**src/lic_pkg.sv**
```systemverilog
// shared constants and types for the local interrupt controller addressing
package lic_pkg;
    // legacy register window spans one 4K-byte page
    localparam int MMIO_AW = 12;
    localparam int MSR_IW = 8;
    localparam int NCORES = 4;
    localparam int VEC_W = 8;
    localparam int DM_W = 3;

    localparam logic [MMIO_AW-1:0] OFF_ID = 12'h020;
    localparam logic [MMIO_AW-1:0] OFF_LDR = 12'h0d0;
    localparam logic [MMIO_AW-1:0] OFF_EOI = 12'h0b0;
    localparam logic [MMIO_AW-1:0] OFF_ICR_LO = 12'h300;
    localparam logic [MMIO_AW-1:0] OFF_ICR_HI = 12'h310;

    localparam logic [MSR_IW-1:0] MSR_ID = 8'h02;
    localparam logic [MSR_IW-1:0] MSR_LDR = 8'h0d;
    localparam logic [MSR_IW-1:0] MSR_EOI = 8'h0b;
    localparam logic [MSR_IW-1:0] MSR_ICR = 8'h30;

    localparam int PHYS_LEGACY_W = 8;
    localparam int PHYS_EXT_W = 32;
    localparam int CLUSTER_W = 16;
    localparam int LOGICAL_W = 16;
    localparam int CLUSTER_LSB = 16;

    localparam int ICR_VEC_LSB = 0;
    localparam int ICR_DM_LSB = 8;
    localparam int ICR_LOG_BIT = 11;
    localparam int ICR_DEST_LSB = 32;

    localparam logic [31:0] ID_RESET = 32'h0000_0000;
    localparam logic [31:0] LDR_RESET = 32'h0000_0000;
    localparam logic [7:0] BCAST_LEGACY = 8'hff;
    localparam logic [31:0] BCAST_EXT = 32'hffff_ffff;

    typedef enum logic [0:0] {
        MODE_LEGACY = 1'b0,
        MODE_EXT = 1'b1
    } mode_t;

    typedef enum logic [1:0] {
        CORE_C0 = 2'b00,
        CORE_C1 = 2'b01,
        CORE_DEEP = 2'b10
    } core_state_t;
endpackage

```
**src/dest_if.sv**
```systemverilog
// carrier between the controller and its destination matcher
`timescale 1ns/10ps
interface dest_if;
    logic ext;
    logic [31:0] id;
    logic [31:0] ldr;
    logic [31:0] dest;
    logic logical;
    logic hit;
    modport ctrl(output ext, output id, output ldr, output dest,
                 output logical, input hit);
    modport match(input ext, input id, input ldr, input dest,
                  input logical, output hit);
endinterface

```
**src/dest_match.sv**
```systemverilog
// destination address match for both addressing modes
`timescale 1ns/10ps
module dest_match
    import lic_pkg::*;
(
    dest_if.match dm
);
    // decoding fewer bits than the field holds stays invisible, since
    // stored identifiers always read back whole
    logic [PHYS_EXT_W-1:0] phys_mask;
    logic [CLUSTER_W-1:0] cl_mask;
    logic [LOGICAL_W-1:0] lg_mask;
    assign phys_mask = {PHYS_EXT_W{1'b1}}; // RQ5
    assign cl_mask = {CLUSTER_W{1'b1}}; // RQ5
    assign lg_mask = {LOGICAL_W{1'b1}}; // RQ5

    always_comb begin
        dm.hit = 1'b0;
        if (!dm.ext) begin
            if (dm.logical) begin
                dm.hit = |(dm.dest[PHYS_LEGACY_W-1:0] &
                           dm.ldr[PHYS_LEGACY_W-1:0]);
            end else begin
                dm.hit = dm.dest[PHYS_LEGACY_W-1:0] == BCAST_LEGACY ||
                         dm.dest[PHYS_LEGACY_W-1:0] ==
                         dm.id[PHYS_LEGACY_W-1:0];
            end
        end else if (dm.logical) begin
            // upper half selects the cluster, lower half is a member mask
            dm.hit = ((dm.dest[CLUSTER_LSB+:CLUSTER_W] ^
                       dm.ldr[CLUSTER_LSB+:CLUSTER_W]) & cl_mask) == '0 &&
                     |(dm.dest[LOGICAL_W-1:0] & dm.ldr[LOGICAL_W-1:0] &
                       lg_mask); // RQ4
        end else begin
            dm.hit = dm.dest == BCAST_EXT ||
                     ((dm.dest ^ dm.id) & phys_mask) == '0; // RQ3
        end
    end
endmodule

```
**src/lic_addr.sv**
```systemverilog
// local interrupt controller: access modes, addressing and routing
// Overview of operation
// [RQ1] legacy mode maps registers in one 4K page
// [RQ2] extended mode: register port only, window refused
// [RQ3] extended physical id grows to 32 bits
// [RQ4] extended logical id: cluster plus member mask
// [RQ5] reduced decode width stays invisible to software
// [RQ6] delivery mode and vector pass through unchanged
// [RQ7] software must request extended mode first
// [RQ8] route to active cores, or C1 for speed
// [RQ9] reset starts in legacy mode
`timescale 1ns/10ps
module lic_addr
    import lic_pkg::*;
(
    input wire logic mclk,
    input wire logic rst,
    input wire logic ext_mode_req,
    output wire mode_t active_mode,
    input wire logic mmio_valid,
    input wire logic mmio_write,
    input wire logic [MMIO_AW-1:0] mmio_addr,
    input wire logic [31:0] mmio_wdata,
    output wire logic mmio_rvalid,
    output wire logic mmio_err,
    output wire logic [31:0] mmio_rdata,
    input wire logic msr_valid,
    input wire logic msr_write,
    input wire logic [MSR_IW-1:0] msr_index,
    input wire logic [63:0] msr_wdata,
    output wire logic msr_rvalid,
    output wire logic msr_err,
    output wire logic [63:0] msr_rdata,
    input wire logic msg_valid,
    input wire logic [31:0] msg_dest,
    input wire logic msg_logical,
    input wire logic [DM_W-1:0] msg_dmode,
    input wire logic [VEC_W-1:0] msg_vector,
    output wire logic msg_accept,
    output wire logic [DM_W-1:0] msg_dmode_out,
    output wire logic [VEC_W-1:0] msg_vector_out,
    output wire logic ipi_valid,
    output wire logic [31:0] ipi_dest,
    output wire logic ipi_logical,
    output wire logic [DM_W-1:0] ipi_dmode,
    output wire logic [VEC_W-1:0] ipi_vector,
    output wire logic eoi_pulse,
    input wire logic route_req,
    input wire logic route_perf,
    input wire core_state_t core_state [NCORES],
    input wire logic [NCORES-1:0] core_loaded,
    output wire logic route_valid,
    output wire logic [NCORES-1:0] route_grant
);
    function automatic logic mmio_known(input logic [MMIO_AW-1:0] a);
        return a == OFF_ID || a == OFF_LDR || a == OFF_EOI ||
               a == OFF_ICR_LO || a == OFF_ICR_HI;
    endfunction

    function automatic logic msr_known(input logic [MSR_IW-1:0] i);
        return i == MSR_ID || i == MSR_LDR || i == MSR_EOI || i == MSR_ICR;
    endfunction

    function automatic logic [NCORES-1:0] first_one(
        input logic [NCORES-1:0] m);
        logic [NCORES-1:0] r;
        r = '0;
        for (int k = NCORES - 1; k >= 0; k--) begin
            if (m[k]) begin
                r = '0;
                r[k] = 1'b1;
            end
        end
        return r;
    endfunction

    mode_t mode_q, mode_d;
    logic [31:0] id_q, id_d, ldr_q, ldr_d;
    logic [31:0] icr_lo_q, icr_lo_d, icr_hi_q, icr_hi_d;
    logic mmio_rvalid_q, mmio_rvalid_d, mmio_err_q, mmio_err_d;
    logic [31:0] mmio_rdata_q, mmio_rdata_d;
    logic msr_rvalid_q, msr_rvalid_d, msr_err_q, msr_err_d;
    logic [63:0] msr_rdata_q, msr_rdata_d;
    logic acc_q, acc_d;
    logic [DM_W-1:0] mdm_q, mdm_d;
    logic [VEC_W-1:0] mvec_q, mvec_d;
    logic ipi_q, ipi_d, ipi_log_q, ipi_log_d, eoi_q, eoi_d;
    logic [31:0] ipi_dest_q, ipi_dest_d;
    logic [DM_W-1:0] ipi_dm_q, ipi_dm_d;
    logic [VEC_W-1:0] ipi_vec_q, ipi_vec_d;
    logic rv_q, rv_d;
    logic [NCORES-1:0] grant_q, grant_d;
    logic [NCORES-1:0] c0_mask, c1_mask, deep_mask, idle_ok;

    dest_if dm();
    dest_match u_match (.dm(dm));

    assign dm.ext = mode_q == MODE_EXT;
    assign dm.id = id_q;
    assign dm.ldr = ldr_q;
    assign dm.dest = msg_dest;
    assign dm.logical = msg_logical;

    always_comb begin
        mode_d = mode_q;
        id_d = id_q;
        ldr_d = ldr_q;
        icr_lo_d = icr_lo_q;
        icr_hi_d = icr_hi_q;
        mmio_rvalid_d = 1'b0;
        mmio_err_d = 1'b0;
        mmio_rdata_d = '0;
        msr_rvalid_d = 1'b0;
        msr_err_d = 1'b0;
        msr_rdata_d = '0;
        ipi_d = 1'b0;
        eoi_d = 1'b0;
        ipi_dest_d = ipi_dest_q;
        ipi_log_d = ipi_log_q;
        ipi_dm_d = ipi_dm_q;
        ipi_vec_d = ipi_vec_q;
        // back to legacy only through reset, so software never sees a
        // half-switched register set
        if (ext_mode_req) begin
            mode_d = MODE_EXT; // RQ7
        end
        if (mmio_valid) begin
            mmio_rvalid_d = 1'b1;
            if (mode_q == MODE_EXT || !mmio_known(mmio_addr)) begin
                mmio_err_d = 1'b1; // RQ2
            end else if (mmio_write) begin
                case (mmio_addr) // RQ1
                    OFF_ID: id_d = 32'(mmio_wdata[PHYS_LEGACY_W-1:0]);
                    OFF_LDR: ldr_d = 32'(mmio_wdata[PHYS_LEGACY_W-1:0]);
                    OFF_EOI: eoi_d = 1'b1;
                    OFF_ICR_HI: icr_hi_d = mmio_wdata;
                    OFF_ICR_LO: begin
                        icr_lo_d = mmio_wdata;
                        ipi_d = 1'b1;
                        ipi_dest_d = 32'(icr_hi_q[PHYS_LEGACY_W-1:0]);
                        ipi_log_d = mmio_wdata[ICR_LOG_BIT];
                        ipi_dm_d = mmio_wdata[ICR_DM_LSB+:DM_W];
                        ipi_vec_d = mmio_wdata[ICR_VEC_LSB+:VEC_W];
                    end
                    default: ;
                endcase
            end else begin
                case (mmio_addr)
                    OFF_ID: mmio_rdata_d = id_q;
                    OFF_LDR: mmio_rdata_d = ldr_q;
                    OFF_ICR_LO: mmio_rdata_d = icr_lo_q;
                    OFF_ICR_HI: mmio_rdata_d = icr_hi_q;
                    default: mmio_rdata_d = '0;
                endcase
            end
        end
        if (msr_valid) begin
            msr_rvalid_d = 1'b1;
            if (mode_q != MODE_EXT || !msr_known(msr_index)) begin
                msr_err_d = 1'b1; // RQ2
            end else if (msr_write) begin
                case (msr_index)
                    MSR_ID: id_d = msr_wdata[31:0]; // RQ3
                    MSR_LDR: ldr_d = msr_wdata[31:0]; // RQ4
                    MSR_EOI: eoi_d = 1'b1;
                    MSR_ICR: begin
                        // one write carries the whole command and sends it
                        icr_lo_d = msr_wdata[31:0];
                        icr_hi_d = msr_wdata[63:32];
                        ipi_d = 1'b1;
                        ipi_dest_d = msr_wdata[ICR_DEST_LSB+:32]; // RQ3
                        ipi_log_d = msr_wdata[ICR_LOG_BIT];
                        ipi_dm_d = msr_wdata[ICR_DM_LSB+:DM_W];
                        ipi_vec_d = msr_wdata[ICR_VEC_LSB+:VEC_W];
                    end
                    default: ;
                endcase
            end else begin
                case (msr_index)
                    MSR_ID: msr_rdata_d = 64'(id_q);
                    MSR_LDR: msr_rdata_d = 64'(ldr_q);
                    MSR_ICR: msr_rdata_d = {icr_hi_q, icr_lo_q};
                    default: msr_rdata_d = '0;
                endcase
            end
        end
        acc_d = msg_valid && dm.hit;
        mdm_d = msg_valid ? msg_dmode : mdm_q; // RQ6
        mvec_d = msg_valid ? msg_vector : mvec_q; // RQ6
    end

    always_ff @(posedge mclk or posedge rst) begin
        if (rst) begin
            mode_q <= MODE_LEGACY; // RQ9
            id_q <= ID_RESET;
            ldr_q <= LDR_RESET;
            icr_lo_q <= '0;
            icr_hi_q <= '0;
            mmio_rvalid_q <= 1'b0;
            mmio_err_q <= 1'b0;
            mmio_rdata_q <= '0;
            msr_rvalid_q <= 1'b0;
            msr_err_q <= 1'b0;
            msr_rdata_q <= '0;
            acc_q <= 1'b0;
            mdm_q <= '0;
            mvec_q <= '0;
            ipi_q <= 1'b0;
            eoi_q <= 1'b0;
            ipi_dest_q <= '0;
            ipi_log_q <= 1'b0;
            ipi_dm_q <= '0;
            ipi_vec_q <= '0;
        end else begin
            mode_q <= mode_d;
            id_q <= id_d;
            ldr_q <= ldr_d;
            icr_lo_q <= icr_lo_d;
            icr_hi_q <= icr_hi_d;
            mmio_rvalid_q <= mmio_rvalid_d;
            mmio_err_q <= mmio_err_d;
            mmio_rdata_q <= mmio_rdata_d;
            msr_rvalid_q <= msr_rvalid_d;
            msr_err_q <= msr_err_d;
            msr_rdata_q <= msr_rdata_d;
            acc_q <= acc_d;
            mdm_q <= mdm_d;
            mvec_q <= mvec_d;
            ipi_q <= ipi_d;
            eoi_q <= eoi_d;
            ipi_dest_q <= ipi_dest_d;
            ipi_log_q <= ipi_log_d;
            ipi_dm_q <= ipi_dm_d;
            ipi_vec_q <= ipi_vec_d;
        end
    end

    for (genvar g = 0; g < NCORES; g++) begin : g_state
        assign c0_mask[g] = core_state[g] == CORE_C0;
        assign c1_mask[g] = core_state[g] == CORE_C1;
        assign deep_mask[g] = core_state[g] == CORE_DEEP;
        assign idle_ok[g] = c0_mask[g] && !core_loaded[g];
    end

    // deep idle cores are only a last resort, when nothing else is awake
    always_comb begin
        rv_d = route_req;
        grant_d = '0;
        if (route_req) begin
            if (route_perf && |c1_mask) begin
                grant_d = first_one(c1_mask); // RQ8
            end else if (route_perf && |idle_ok) begin
                grant_d = first_one(idle_ok); // RQ8
            end else if (|c0_mask) begin
                grant_d = first_one(c0_mask); // RQ8
            end else if (|c1_mask) begin
                grant_d = first_one(c1_mask); // RQ8
            end else begin
                grant_d = first_one(deep_mask);
            end
        end
    end

    always_ff @(posedge mclk or posedge rst) begin
        if (rst) begin
            rv_q <= 1'b0;
            grant_q <= '0;
        end else begin
            rv_q <= rv_d;
            grant_q <= grant_d;
        end
    end

    assign active_mode = mode_q;
    assign mmio_rvalid = mmio_rvalid_q;
    assign mmio_err = mmio_err_q;
    assign mmio_rdata = mmio_rdata_q;
    assign msr_rvalid = msr_rvalid_q;
    assign msr_err = msr_err_q;
    assign msr_rdata = msr_rdata_q;
    assign msg_accept = acc_q;
    assign msg_dmode_out = mdm_q;
    assign msg_vector_out = mvec_q;
    assign ipi_valid = ipi_q;
    assign ipi_dest = ipi_dest_q;
    assign ipi_logical = ipi_log_q;
    assign ipi_dmode = ipi_dm_q;
    assign ipi_vector = ipi_vec_q;
    assign eoi_pulse = eoi_q;
    assign route_valid = rv_q;
    assign route_grant = grant_q;
endmodule

```
**config.mk**
```make
export PLATFORM = sky130hd
export DESIGN_NAME = lic_addr
export DESIGN_NICKNAME = d
export VERILOG_FILES = /design/src/lic_pkg.sv /design/src/dest_if.sv /design/src/dest_match.sv /design/src/lic_addr.sv
export SDC_FILE = /design/constraint.sdc
export NUM_CORES = 1
export LEC_CHECK = 0
export BUFFER_PORTS_ARGS = -buffer_cell sky130_fd_sc_hd__buf_2
export CAP_MARGIN = 10
export CORE_UTILIZATION = 45
export DETAILED_ROUTE_END_ITERATION = 8
export GPL_ROUTABILITY_DRIVEN = 0
export PLACE_DENSITY = 0.82
export SLEW_MARGIN = 10
export SYNTH_ARGS = -nofsm -noshare
export SYNTH_HDL_FRONTEND = slang
export SYNTH_SLANG_ARGS = --single-unit
```
**constraint.sdc**
```tcl
create_clock -name mclk -period 11.3 [get_ports mclk]
set_clock_uncertainty 0.2 [all_clocks]
set_input_delay 2.825 -clock mclk [delete_from_list [all_inputs] [get_ports mclk]]
set_output_delay 2.825 -clock mclk [all_outputs]
set_load 0.02 [all_outputs]
```
==> results of run 1 <==
layout make-up:
type / count / area, um2 / share of cell area [%]
Timing Repair Buffer: 362 / 1870 / 11.7
Clock buffer: 38 / 821 / 5.13
Clock inverter: 17 / 231 / 1.45
Inverter: 8 / 37.5 / 0.234
Antenna cell: 7 / 17.5 / 0.109
Multi-Input combinational cell: 847 / 5250 / 32.8
Tap cell: 378 / 473 / 2.95
Sequential cell: 292 / 7310 / 45.6
registers in the layout, indices dropped and copies added (netlist names), 3 cells and up:
register,cells
icr_hi_q,32
dm.ldr,32
ipi_dest,32
msg_dmode_out,3
mmio_rdata,32
ipi_vector,8
route_grant,4
msr_rdata,64
icr_lo_q,32
ipi_dmode,3
dm.id,32
msg_vector_out,8
cell usage after synthesis (2+ instances only):
master and n:
a21oi_1 117, and3_1 35, o22ai_1 2, nand3_1 33, a221oi_1 3, o21ai_0 15, o21ai_1 22, nand4_1 18
nor4b_1 3, nand2b_1 9, nand2_1 208, mux2_2 11, buf_4 2, nor3_1 11, a311oi_1 2, buf_1 5
o31ai_1 6, mux2i_1 48, a22oi_1 36, nor2_1 61, a22o_1 50, buf_2 7, inv_1 8, xnor2_1 45
nor3b_1 2, a31oi_1 30, nor2b_1 6, nand4b_1 3, a222oi_1 34, xor2_1 5, clkbuf_1 70, or4_1 7
dfrtp_1 292, nor4_1 5, buf_6 7, o21bai_1 2
path summary, 6_finish.rpt:
| path | slack [ns] | cells after the start | to |
|---|---|---|---|
| max | 5.86 | 8 | icr_hi_q[30]$_DFF_PP0_ |
| min | 0.29 | 2 | ipi_dest[16]$_DFF_PP0_ |
| max reg2reg | 8.35 | 5 | icr_hi_q[14]$_DFF_PP0_ |
| min reg2reg | 0.29 | 2 | ipi_dest[16]$_DFF_PP0_ |
| max in group asynchronous | 7.25 | 3 | msr_err$_DFF_PP0_ |
| min in group asynchronous | 2.25 | 2 | msg_vector_out[7]$_DFFE_PP0P_ |
worst reg2reg max path, delay by kind of cell (launching register included):
kind	cells	cell delay (ns)
mux	1	0.34
simple gates	2	1.25
flops	1	0.54
buf+inv	1	0.37
compound gates	1	0.11
through the flow:
step / power [mW] / setup slack (ns) / cell area [um2] / hold slack [ns] / cells
2_1_floorplan: 1.19 / 0.213 / 12900 / 0.298 / 1238
3_3_place_gp: 1.27 / 5.46 / 14900 / 0.279 / 1887
3_5_place_dp: 1.28 / 5.36 / 14900 / 0.281 / 1887
4_1_cts: 2.32 / 5.94 / 16000 / 0.297 / 1942
5_1_grt: 2.38 / 5.69 / 16000 / 0.319 / 1945
6_report: 2.32 / 5.86 / 16000 / 0.292 / 1949
kinds of logic (layout without fill, tap and decap cells):
family,after synthesis,after routing,share of synthesized area (%)
compound gates,327,327,17.0
xor+xnor,50,50,3.40
buf+inv,99,425,3.42
flops,292,292,56.7
mux,59,59,4.69
other cells,0,7,0
simple gates,411,411,14.7
power breakdown:
group	total [mW]	internal, mW	switching, mW
Combinational	0.166	0.0655	0.101
Clock	1.05	0.628	0.425
Sequential	1.10	1.07	0.0247
Total	2.32	1.77	0.551
cell usage in the layout, fill, tap and decap left out, drive strengths merged, types with 7 or more instances in the layout:
cell | netlist | layout
buf | 21 | 362
dfrtp | 292 | 292
nand2 | 208 | 208
a21oi | 117 | 117
nor2 | 61 | 61
a22o | 50 | 50
mux2i | 48 | 48
xnor2 | 45 | 45
clkbuf | 70 | 38
o21ai | 37 | 37
a22oi | 36 | 36
and3 | 35 | 35
a222oi | 34 | 34
nand3 | 33 | 33
a31oi | 30 | 30
nand4 | 18 | 18
nor3 | 12 | 12
mux2 | 11 | 11
clkinv | 0 | 10
nand2b | 9 | 9
inv | 8 | 9
diode | 0 | 7
or4 | 7 | 7
routing by layer:
metal | vias to the layer above | track usage (%)
li1 | 5096 | -
met4 | 6 | 13.6
met2 | 831 | 47.1
met3 | 141 | 5.55
met5 | - | 0
met1 | 5649 | 37.7
==> results.md, run 1 <==
- DRC violations left: 0
- Slew HR: 19.6%
- Number of detailed-route iterations in the first pass: 9
- Met3 WL: 4420 um
- Main synth FF type: dfrtp_1
- Nets@finish: 1723
- Detail Route Antenna Nets: 0
- Routed via count: 11723
- Worst-Margin Slew: 1.21 ns
- Overall routed net length: 43600 um
- Max clock buf depth: 3
- Final-layout fill cell count: 2327
- Hold-fix buffers, CTS: 0
- Largest cells by area after synthesis: dfrtp_1 57%, nand2_1 6.1%, a21oi_1 4.5%, mux2i_1 3.7%, a22o_1 3.4%
- Antenna violations before repair: 7
- Clock Pin Slew Worst Setup and Hold Paths: 0.06 ns
- Cell accounting for the most synthesized area: dfrtp_1
- CTS tree: built
- Detailed Route Iter0 Violations: 1414
- Fin. Hold Viols: 0
- Worst R2R Start: active_mode$_DFFE_PP0P_
- Via-to-Cell Ratio: 6.01
- Post-Synthesis Cells: 1238
- Share of Yosys cell area claimed by the top area cell type: 56.7%
- Vias in the first global route: 11388
- Synthesis warning total: 0
- Final HPWL DP: 28700 um
- Starting Density: 46.1%
- Synth async-reset ratio: 100%
- Critical Path Start: msr_index[1]
- Buffers on Ports: 345
- Slowest CP cell: nor2b_4
- Worst VDD drop: 0.115 mV
- Die width: 171 um
- Static leakage: 8.00 nW
- Global-route wire length before repair: 64700 um
- PD cells: 145 nW/um2
- Seq/Total Area, Yosys: 56.7%
- PostCTS Resize Cnt: 0
- Area delta synth->final: 24.3%
- Crit. End Element: flip-flop
- Met2 routed WL: 20500 um
- Setup TNS: 0 ns
- Worst path cell trace: buf_2, nor4b_1, and3_2, buf_4, nor2b_4, buf_4, nand2_1, o21ai_1
- Max cap viols: 0
- Layout cell share with drive strength beyond 1: 28.6%
- CP Class: primary input to flip-flop
- Post-synth cell types: 54
- Sum of buffers and inverters on the critical path: 3
- H-tree depth: 1
- Fin crit share: 48.2%
- Die height: 171 um
- Syn Area/Cell: 10.4 um2
- Clock Sinks: 292
- WP data arrival: 5.71 ns
- Worst setup SP type: primary input
- HP Class: flip-flop to flip-flop
- Root Driver: clkbuf_16
- Largest stage delay, worst path: 0.80 ns
- EDFF count, synth: 0
- Die area: 29300 um2
- Syn nets: 1420
- Worst EP required: 11.56 ns
- Largest delay share family, worst path: simple AND/OR/NAND/NOR gates
- RSZ-0062 raised after global routing: false
- Hold Startpoint: ipi_dest[16]$_DFF_PP0_
- Drt wl/cell: 22.4 um
- TritonCTS Buffers: 30
- Worst Path Max Fanout: 68
- Total grt overflow: 0
- Post-layout util: 57.3%
- Outcome: complete, no violations
- Max-slew violation count: 0
- Max Clk Rate: 0.184 GHz
- Final setup violating endpoints: 0
- Worst-Skew Late Latency: 0.57 ns
- Met1 wire length: 16700 um
- Core area: 27900 um2
- Uppermost routed layer: met5
- Pin count of the biggest net entering global routing: 150
- GRT Total Usage: 29.1%
- Synth Cell Area: 12900 um2
- Core Rows: 61
- Post-CTS setup buffers: 0
- Final Critical Period: 5.44 ns
- CP most frequent cell: buf_4
- I/O Pins: 346
- Seq cells post-synth: 292
Note: power is estimated with default switching activity, not from simulation.
==> run 2, diff against run 1 <==
PLACE_DENSITY = 0.79   (was 0.82)
clock period = 5.2 ns   (was 11.3 ns; I/O delays follow)
==> results.md, run 2 (synthesis gave the netlist of run 1 again) <==
- Overall routed net length: 43400 um
- Worst setup SP type: primary input
- Worst Path Max Fanout: 27
- I/O Pins: 346
- Most frequent cells in the layout: 345 x buf_2, 292 x dfrtp_1, 208 x nand2_1, 117 x a21oi_1, 55 x nor2_1
- Worst reg-to-reg path cell count: 4
- Number of detailed-route iterations in the first pass: 9
- Hold slack: 0.295 ns
- Worst-Margin Slew: 1.13 ns
- Final-layout fill cell count: 2358
- CTS tree: built
- Nets@finish: 1733
- WHS Path Cells: 2
- Most common cell after layout, fill and taps aside: buf_2
- Hold-fix buffers, CTS: 0
- Via-to-Cell Ratio: 6.00
- PostCTS Resize Cnt: 0
- Slowest CP cell: o41ai_2
- Post-CTS setup buffers: 0
- PD cells: 317 nW/um2
- RSZ-0062 raised after global routing: false
- Pwr Total: 5.11 mW
- Pre-CTS setup slack: 1.17 ns
- Starting Density: 46.1%
- TritonCTS Buffers: 31
- Clock Pin Slew Worst Setup and Hold Paths: 0.06 ns
- Worst EP required: 5.41 ns
- Max clock buf depth: 3
- Max-slew violation count: 0
- Die height: 171 um
- Die width: 171 um
- Max reg flops: 64
- Detail Route Antenna Nets: 0
- Die area: 29300 um2
- Vias in the first global route: 11349
- Clock Sinks: 292
- Max cap viols: 0
- Total grt overflow: 0
- Core Rows: 61
- Worst VDD drop: 0.267 mV
- Global-route wire length before repair: 64400 um
- Final setup violating endpoints: 0
- Detailed Route Iter0 Violations: 1526
- HP Class: flip-flop to flip-flop
- Fin crit share: 67.8%
- Drt wl/cell: 22.1 um
- Max Clk Rate: 0.283 GHz
- Buffers on Ports: 345
- WP data arrival: 3.74 ns
- Core area: 27900 um2
- Slew HR: 24.9%
- Final HPWL DP: 29300 um
- Antenna violations before repair: 9
- CP Class: primary input to flip-flop
- Worst setup margin: 1.67 ns
- Fin. Hold Viols: 0
- GRT Total Usage: 29.0%
- Largest stage delay, worst path: 0.94 ns
- DRC violations left: 0
- Pin count of the biggest net entering global routing: 116
- Routed via count: 11752
- Area delta synth->final: 25.3%
- Static leakage: 8.06 nW
- H-tree depth: 1
- Layout cell share with drive strength beyond 1: 29.1%
- Crit. End Element: flip-flop
- Worst path cell trace: buf_2, nor4_1, nand2_1, nor3_2, o41ai_2, buf_4, a21oi_1
- Worst-Skew Late Latency: 0.55 ns
- Outcome: complete, no violations
- Root Driver: clkbuf_16
- Post-layout util: 57.7%
- Final Critical Period: 3.53 ns
==> run 2: cell types whose count changed in the layout (fill, tap and decap cells not counted) <==
cell	change
clkinvlp_4	+1
diode_2	+1
inv_6	+2
inv_8	-1
clkinv_2	-2
buf_12	+1
clkbuf_1	-1
buf_4	+8
clkbuf_8	+3
clkinv_8	-1
clkbuf_16	+1
clkinv_4	-1
==> run 2: worst max-delay path, delay by kind of cell <==
family,cells,cell delay [ns]
AOI/OAI and AO/OA,2,1.06
buffers and inverters,2,0.69
and+or+nand+nor,3,0.68
==> run 2: through the flow <==
| stage | TNS [ns] | std cells | instance area, um2 |
|---|---|---|---|
| final | 0 | 1960 | 16100 |
| after global routing | 0 | 1958 | 16100 |
| after CTS | 0 | 1952 | 16100 |
| after detailed placement | 0 | 1896 | 15000 |
| after global placement | 0 | 1896 | 15000 |
| after floorplan | -51.15 | 1238 | 12900 |
==> run 2: cell type report <==
class	instances	area [um2]	share of cell area, %
Clock inverter	15	214	1.33
Sequential cell	292	7310	45.3
Inverter	8	33.8	0.209
Antenna cell	8	20.0	0.124
Clock buffer	41	883	5.48
Multi-Input combinational cell	847	5250	32.6
Timing Repair Buffer	371	1950	12.1
Tap cell	378	473	2.93
==> run 2: worst paths after layout <==
| kind | end | from | slack, ns |
|---|---|---|---|
| setup / recovery | mmio_rdata[15]$_DFF_PP0_ | mmio_addr[1] | 1.67 |
| hold / removal | ipi_dest[16]$_DFF_PP0_ | ipi_dest[16]$_DFF_PP0_ | 0.30 |
| setup reg to reg | icr_lo_q[25]$_DFF_PP0_ | active_mode$_DFFE_PP0P_ | 2.45 |
| hold reg to reg | ipi_dest[16]$_DFF_PP0_ | ipi_dest[16]$_DFF_PP0_ | 0.30 |
| max in group asynchronous | icr_lo_q[31]$_DFF_PP0_ | rst | 2.94 |
| min in group asynchronous | msg_vector_out[6]$_DFFE_PP0P_ | rst | 0.72 |
==> run 2: routing by layer <==
| layer | GRT usage, % | part of all wire [%] | up-vias |
|---|---|---|---|
| met4 | 12.8 | 4.0 | 4 |
| met3 | 4.72 | 9.1 | 119 |
| li1 | - | - | 5130 |
| met5 | 0 | 0.053 | - |
| met2 | 46.7 | 47 | 760 |
| met1 | 38.6 | 40 | 5739 |
==> run 2: power by group <==
part	switching (mW)	internal, mW
Clock	0.920	1.44
Combinational	0.220	0.145
Sequential	0.0520	2.33
Total	1.19	3.91
==> run 3, diff against run 2 <==
ABC_AREA = 1   (was unset)
PLACE_DENSITY = 0.78   (was 0.79)
clock period = 3.56 ns   (was 5.2 ns; I/O delays follow)
==> results.md, run 3 <==
- Worst EP required: 3.81 ns
- Worst-Skew Late Latency: 0.58 ns
- Starting Density: 46.0%
- Fin crit share: 74.3%
- Detailed Route Iter0 Violations: 1709
- Sum of buffers and inverters on the critical path: 4
- Drt wl/cell: 19.2 um
- Main synth FF type: dfrtp_1
- CP Class: flip-flop to flip-flop
- Synth Cell Area: 14600 um2
- GR Util met1: 41.7%
- Core area: 31800 um2
- Crit. End Element: flip-flop
- Slew HR: 35.7%
- Clock Sinks: 292
- Finished Layout Cells: 2685
- Worst Path Max Fanout: 25
- Worst VDD drop: 0.405 mV
- Synthesis warning total: 0
- # placed instances: 2615
- Nets@finish: 2395
- Max Clk Rate: 0.378 GHz
- GR Util met3: 8.58%
- Area delta synth->final: 22.6%
- Pin count of the biggest net entering global routing: 69
- Antenna violations before repair: 17
- Max-slew violation count: 0
- Buffers on Ports: 345
- Max cap viols: 0
- Worst path cell trace: inv_2, nand3_2, inv_2, buf_4, nand2_2, buf_4, a21oi_1, a21oi_1
- Final Critical Period: 2.64 ns
- Final setup violating endpoints: 0
- Worst-Margin Slew: 0.965 ns
- Outcome: complete, no violations
- Largest stage delay, worst path: 0.54 ns
- Final-layout fill cell count: 2925
- Die height: 182 um
- Hold-fix buffers, CTS: 0
- Cell accounting for the most synthesized area: dfrtp_1
- Layout cell share with drive strength beyond 1: 21.1%
- Vias in the first global route: 14147
- Clock Pin Slew Worst Setup and Hold Paths: 0.06 ns
- Seq/Total Area, Yosys: 49.9%
- HP Class: primary input to flip-flop
- Synth async-reset ratio: 100%
- Pre-CTS setup slack: 0.498 ns
- Core Rows: 65
- WP data arrival: 2.89 ns
- Max clock buf depth: 3
- Most common cell after layout, fill and taps aside: nand2_1
- PostCTS Resize Cnt: 0
- Grt peak-use layer: met2
- I/O Pins: 346
- Die area: 33300 um2
- DRC violations left: 0
- Top-count cell post-synth: nand2_1
- Die width: 182 um
- Syn nets: 2080
- Routed via count: 14569
- Most frequent cells in the layout: 391 x nand2_1, 345 x buf_2, 327 x inv_1, 292 x dfrtp_1, 177 x o21ai_0
- PD cells: 416 nW/um2
- GRT Total Usage: 31.1%
- Worst setup margin: 0.916 ns
- Overall routed net length: 51400 um
- Worst setup SP type: flip-flop
- Number of detailed-route iterations in the first pass: 6
- Largest delay share family, worst path: buffers and inverters
- H-tree depth: 1
- TritonCTS Buffers: 31
- Share of Yosys cell area claimed by the top area cell type: 49.9%
- Largest cells by area after synthesis: dfrtp_1 50%, nand2_1 10%, inv_1 8.4%, o21ai_0 6.1%, nor2_1 4.1%
- CTS tree: built
- Static leakage: 9.88 nW
- Root Driver: clkbuf_16
- Fin. Hold Viols: 0
- Post-CTS setup buffers: 0
- Detail Route Antenna Nets: 0
- Total grt overflow: 0
- Pwr Total: 7.47 mW
- Final HPWL DP: 37100 um
- Most frequent cells after synthesis: 392 x nand2_1, 328 x inv_1, 292 x dfrtp_1, 177 x o21ai_0, 158 x nor2_1
- Met2 global-route usage: 47.4%
- EDFF count, synth: 0
- Global-route wire length before repair: 79600 um
- Max reg flops: 64
- RSZ-0062 raised after global routing: false
- Via-to-Cell Ratio: 5.43
- Syn Area/Cell: 7.71 um2
- Post-synth cell types: 38
- Slowest CP cell: dfrtp_1
- Seq cells post-synth: 292
- Post-Synthesis Cells: 1898
==> run 3: cell types whose count changed in the layout (fill, tap and decap cells not counted), sizes merged, moves of 35 or more <==
cell,change
a21oi,-61
inv,+327
and3,-35
o21ai,+180
nand3,+70
nor3,+66
a22oi,-36
a22o,-49
mux2i,-48
nand2,+188
o22ai,+56
nor2,+99
==> run 3: path summary, 6_finish.rpt <==
kind	slack, ns	cells past startpoint	startpoint	end
setup / recovery	0.92	8	active_mode$_DFFE_PP0P_	dm.id[19]$_DFF_PP0_
hold / removal	0.27	1	route_req	route_valid$_DFF_PP0_
setup reg to reg	0.92	8	active_mode$_DFFE_PP0P_	dm.id[19]$_DFF_PP0_
hold reg to reg	0.30	1	msg_vector_out[2]$_DFFE_PP0P_	msg_vector_out[2]$_DFFE_PP0P_
max in group asynchronous	2.06	3	rst	mmio_rdata[14]$_DFF_PP0_
min in group asynchronous	0.29	2	rst	ipi_vector[0]$_DFF_PP0_
==> run 3: routing by layer <==
metal | up-vias | share of wire [%]
met5 | - | 0.095
met4 | 8 | 3.8
met3 | 154 | 12
met2 | 973 | 44
met1 | 6755 | 40
li1 | 6679 | -
==> run 3: cell type report <==
| class | count | area (um2) | area share, % |
|---|---|---|---|
| Tap cell | 435 | 544 | 3.03 |
| Clock inverter | 9 | 139 | 0.774 |
| Sequential cell | 292 | 7310 | 40.7 |
| Antenna cell | 14 | 35.0 | 0.195 |
| Clock buffer | 47 | 936 | 5.21 |
| Multi-Input combinational cell | 1170 | 5620 | 31.3 |
| Timing Repair Buffer | 379 | 2090 | 11.7 |
| Inverter | 339 | 1280 | 7.12 |
==> run 3: cell families after synthesis <==
kind of cell	count (synthesis)	synth area share (%)
xor+xnor	16	0.957
simple gates	774	22.7
flops	292	49.9
mux	11	0.846
compound gates	369	13.8
buf+inv	436	11.8
==> run 3: power breakdown <==
group          total, mW  switching, mW  leakage, nW  internal [mW]
Clock               3.38           1.36        0.533           2.02
Combinational      0.638          0.419         5.57          0.219
Sequential          3.45         0.0480         3.78           3.40
Total               7.47           1.82         9.88           5.64
==> run 3: worst reg2reg max path: stages, from the launching register on <==
cell and delay, ns:
dfrtp_1 0.54, inv_2 0.18, nand3_2 0.12, inv_2 0.16, buf_4 0.33, nand2_2 0.39, buf_4 0.36, a21oi_1 0.18
a21oi_1 0.06
==> run 3: per-stage QoR <==
| step | TNS, ns | utilization [%] | cell area [um2] | hold slack [ns] |
|---|---|---|---|---|
| after floorplan | -410.31 | - | 14600 | 0.300 |
| after global placement | 0 | 53.0 | 16800 | 0.283 |
| after detailed placement | 0 | 53.0 | 16800 | 0.291 |
| after CTS | 0 | 56.3 | 17900 | 0.257 |
| after global routing | 0 | 56.4 | 17900 | 0.270 |
| final | 0 | 56.4 | 17900 | 0.271 |
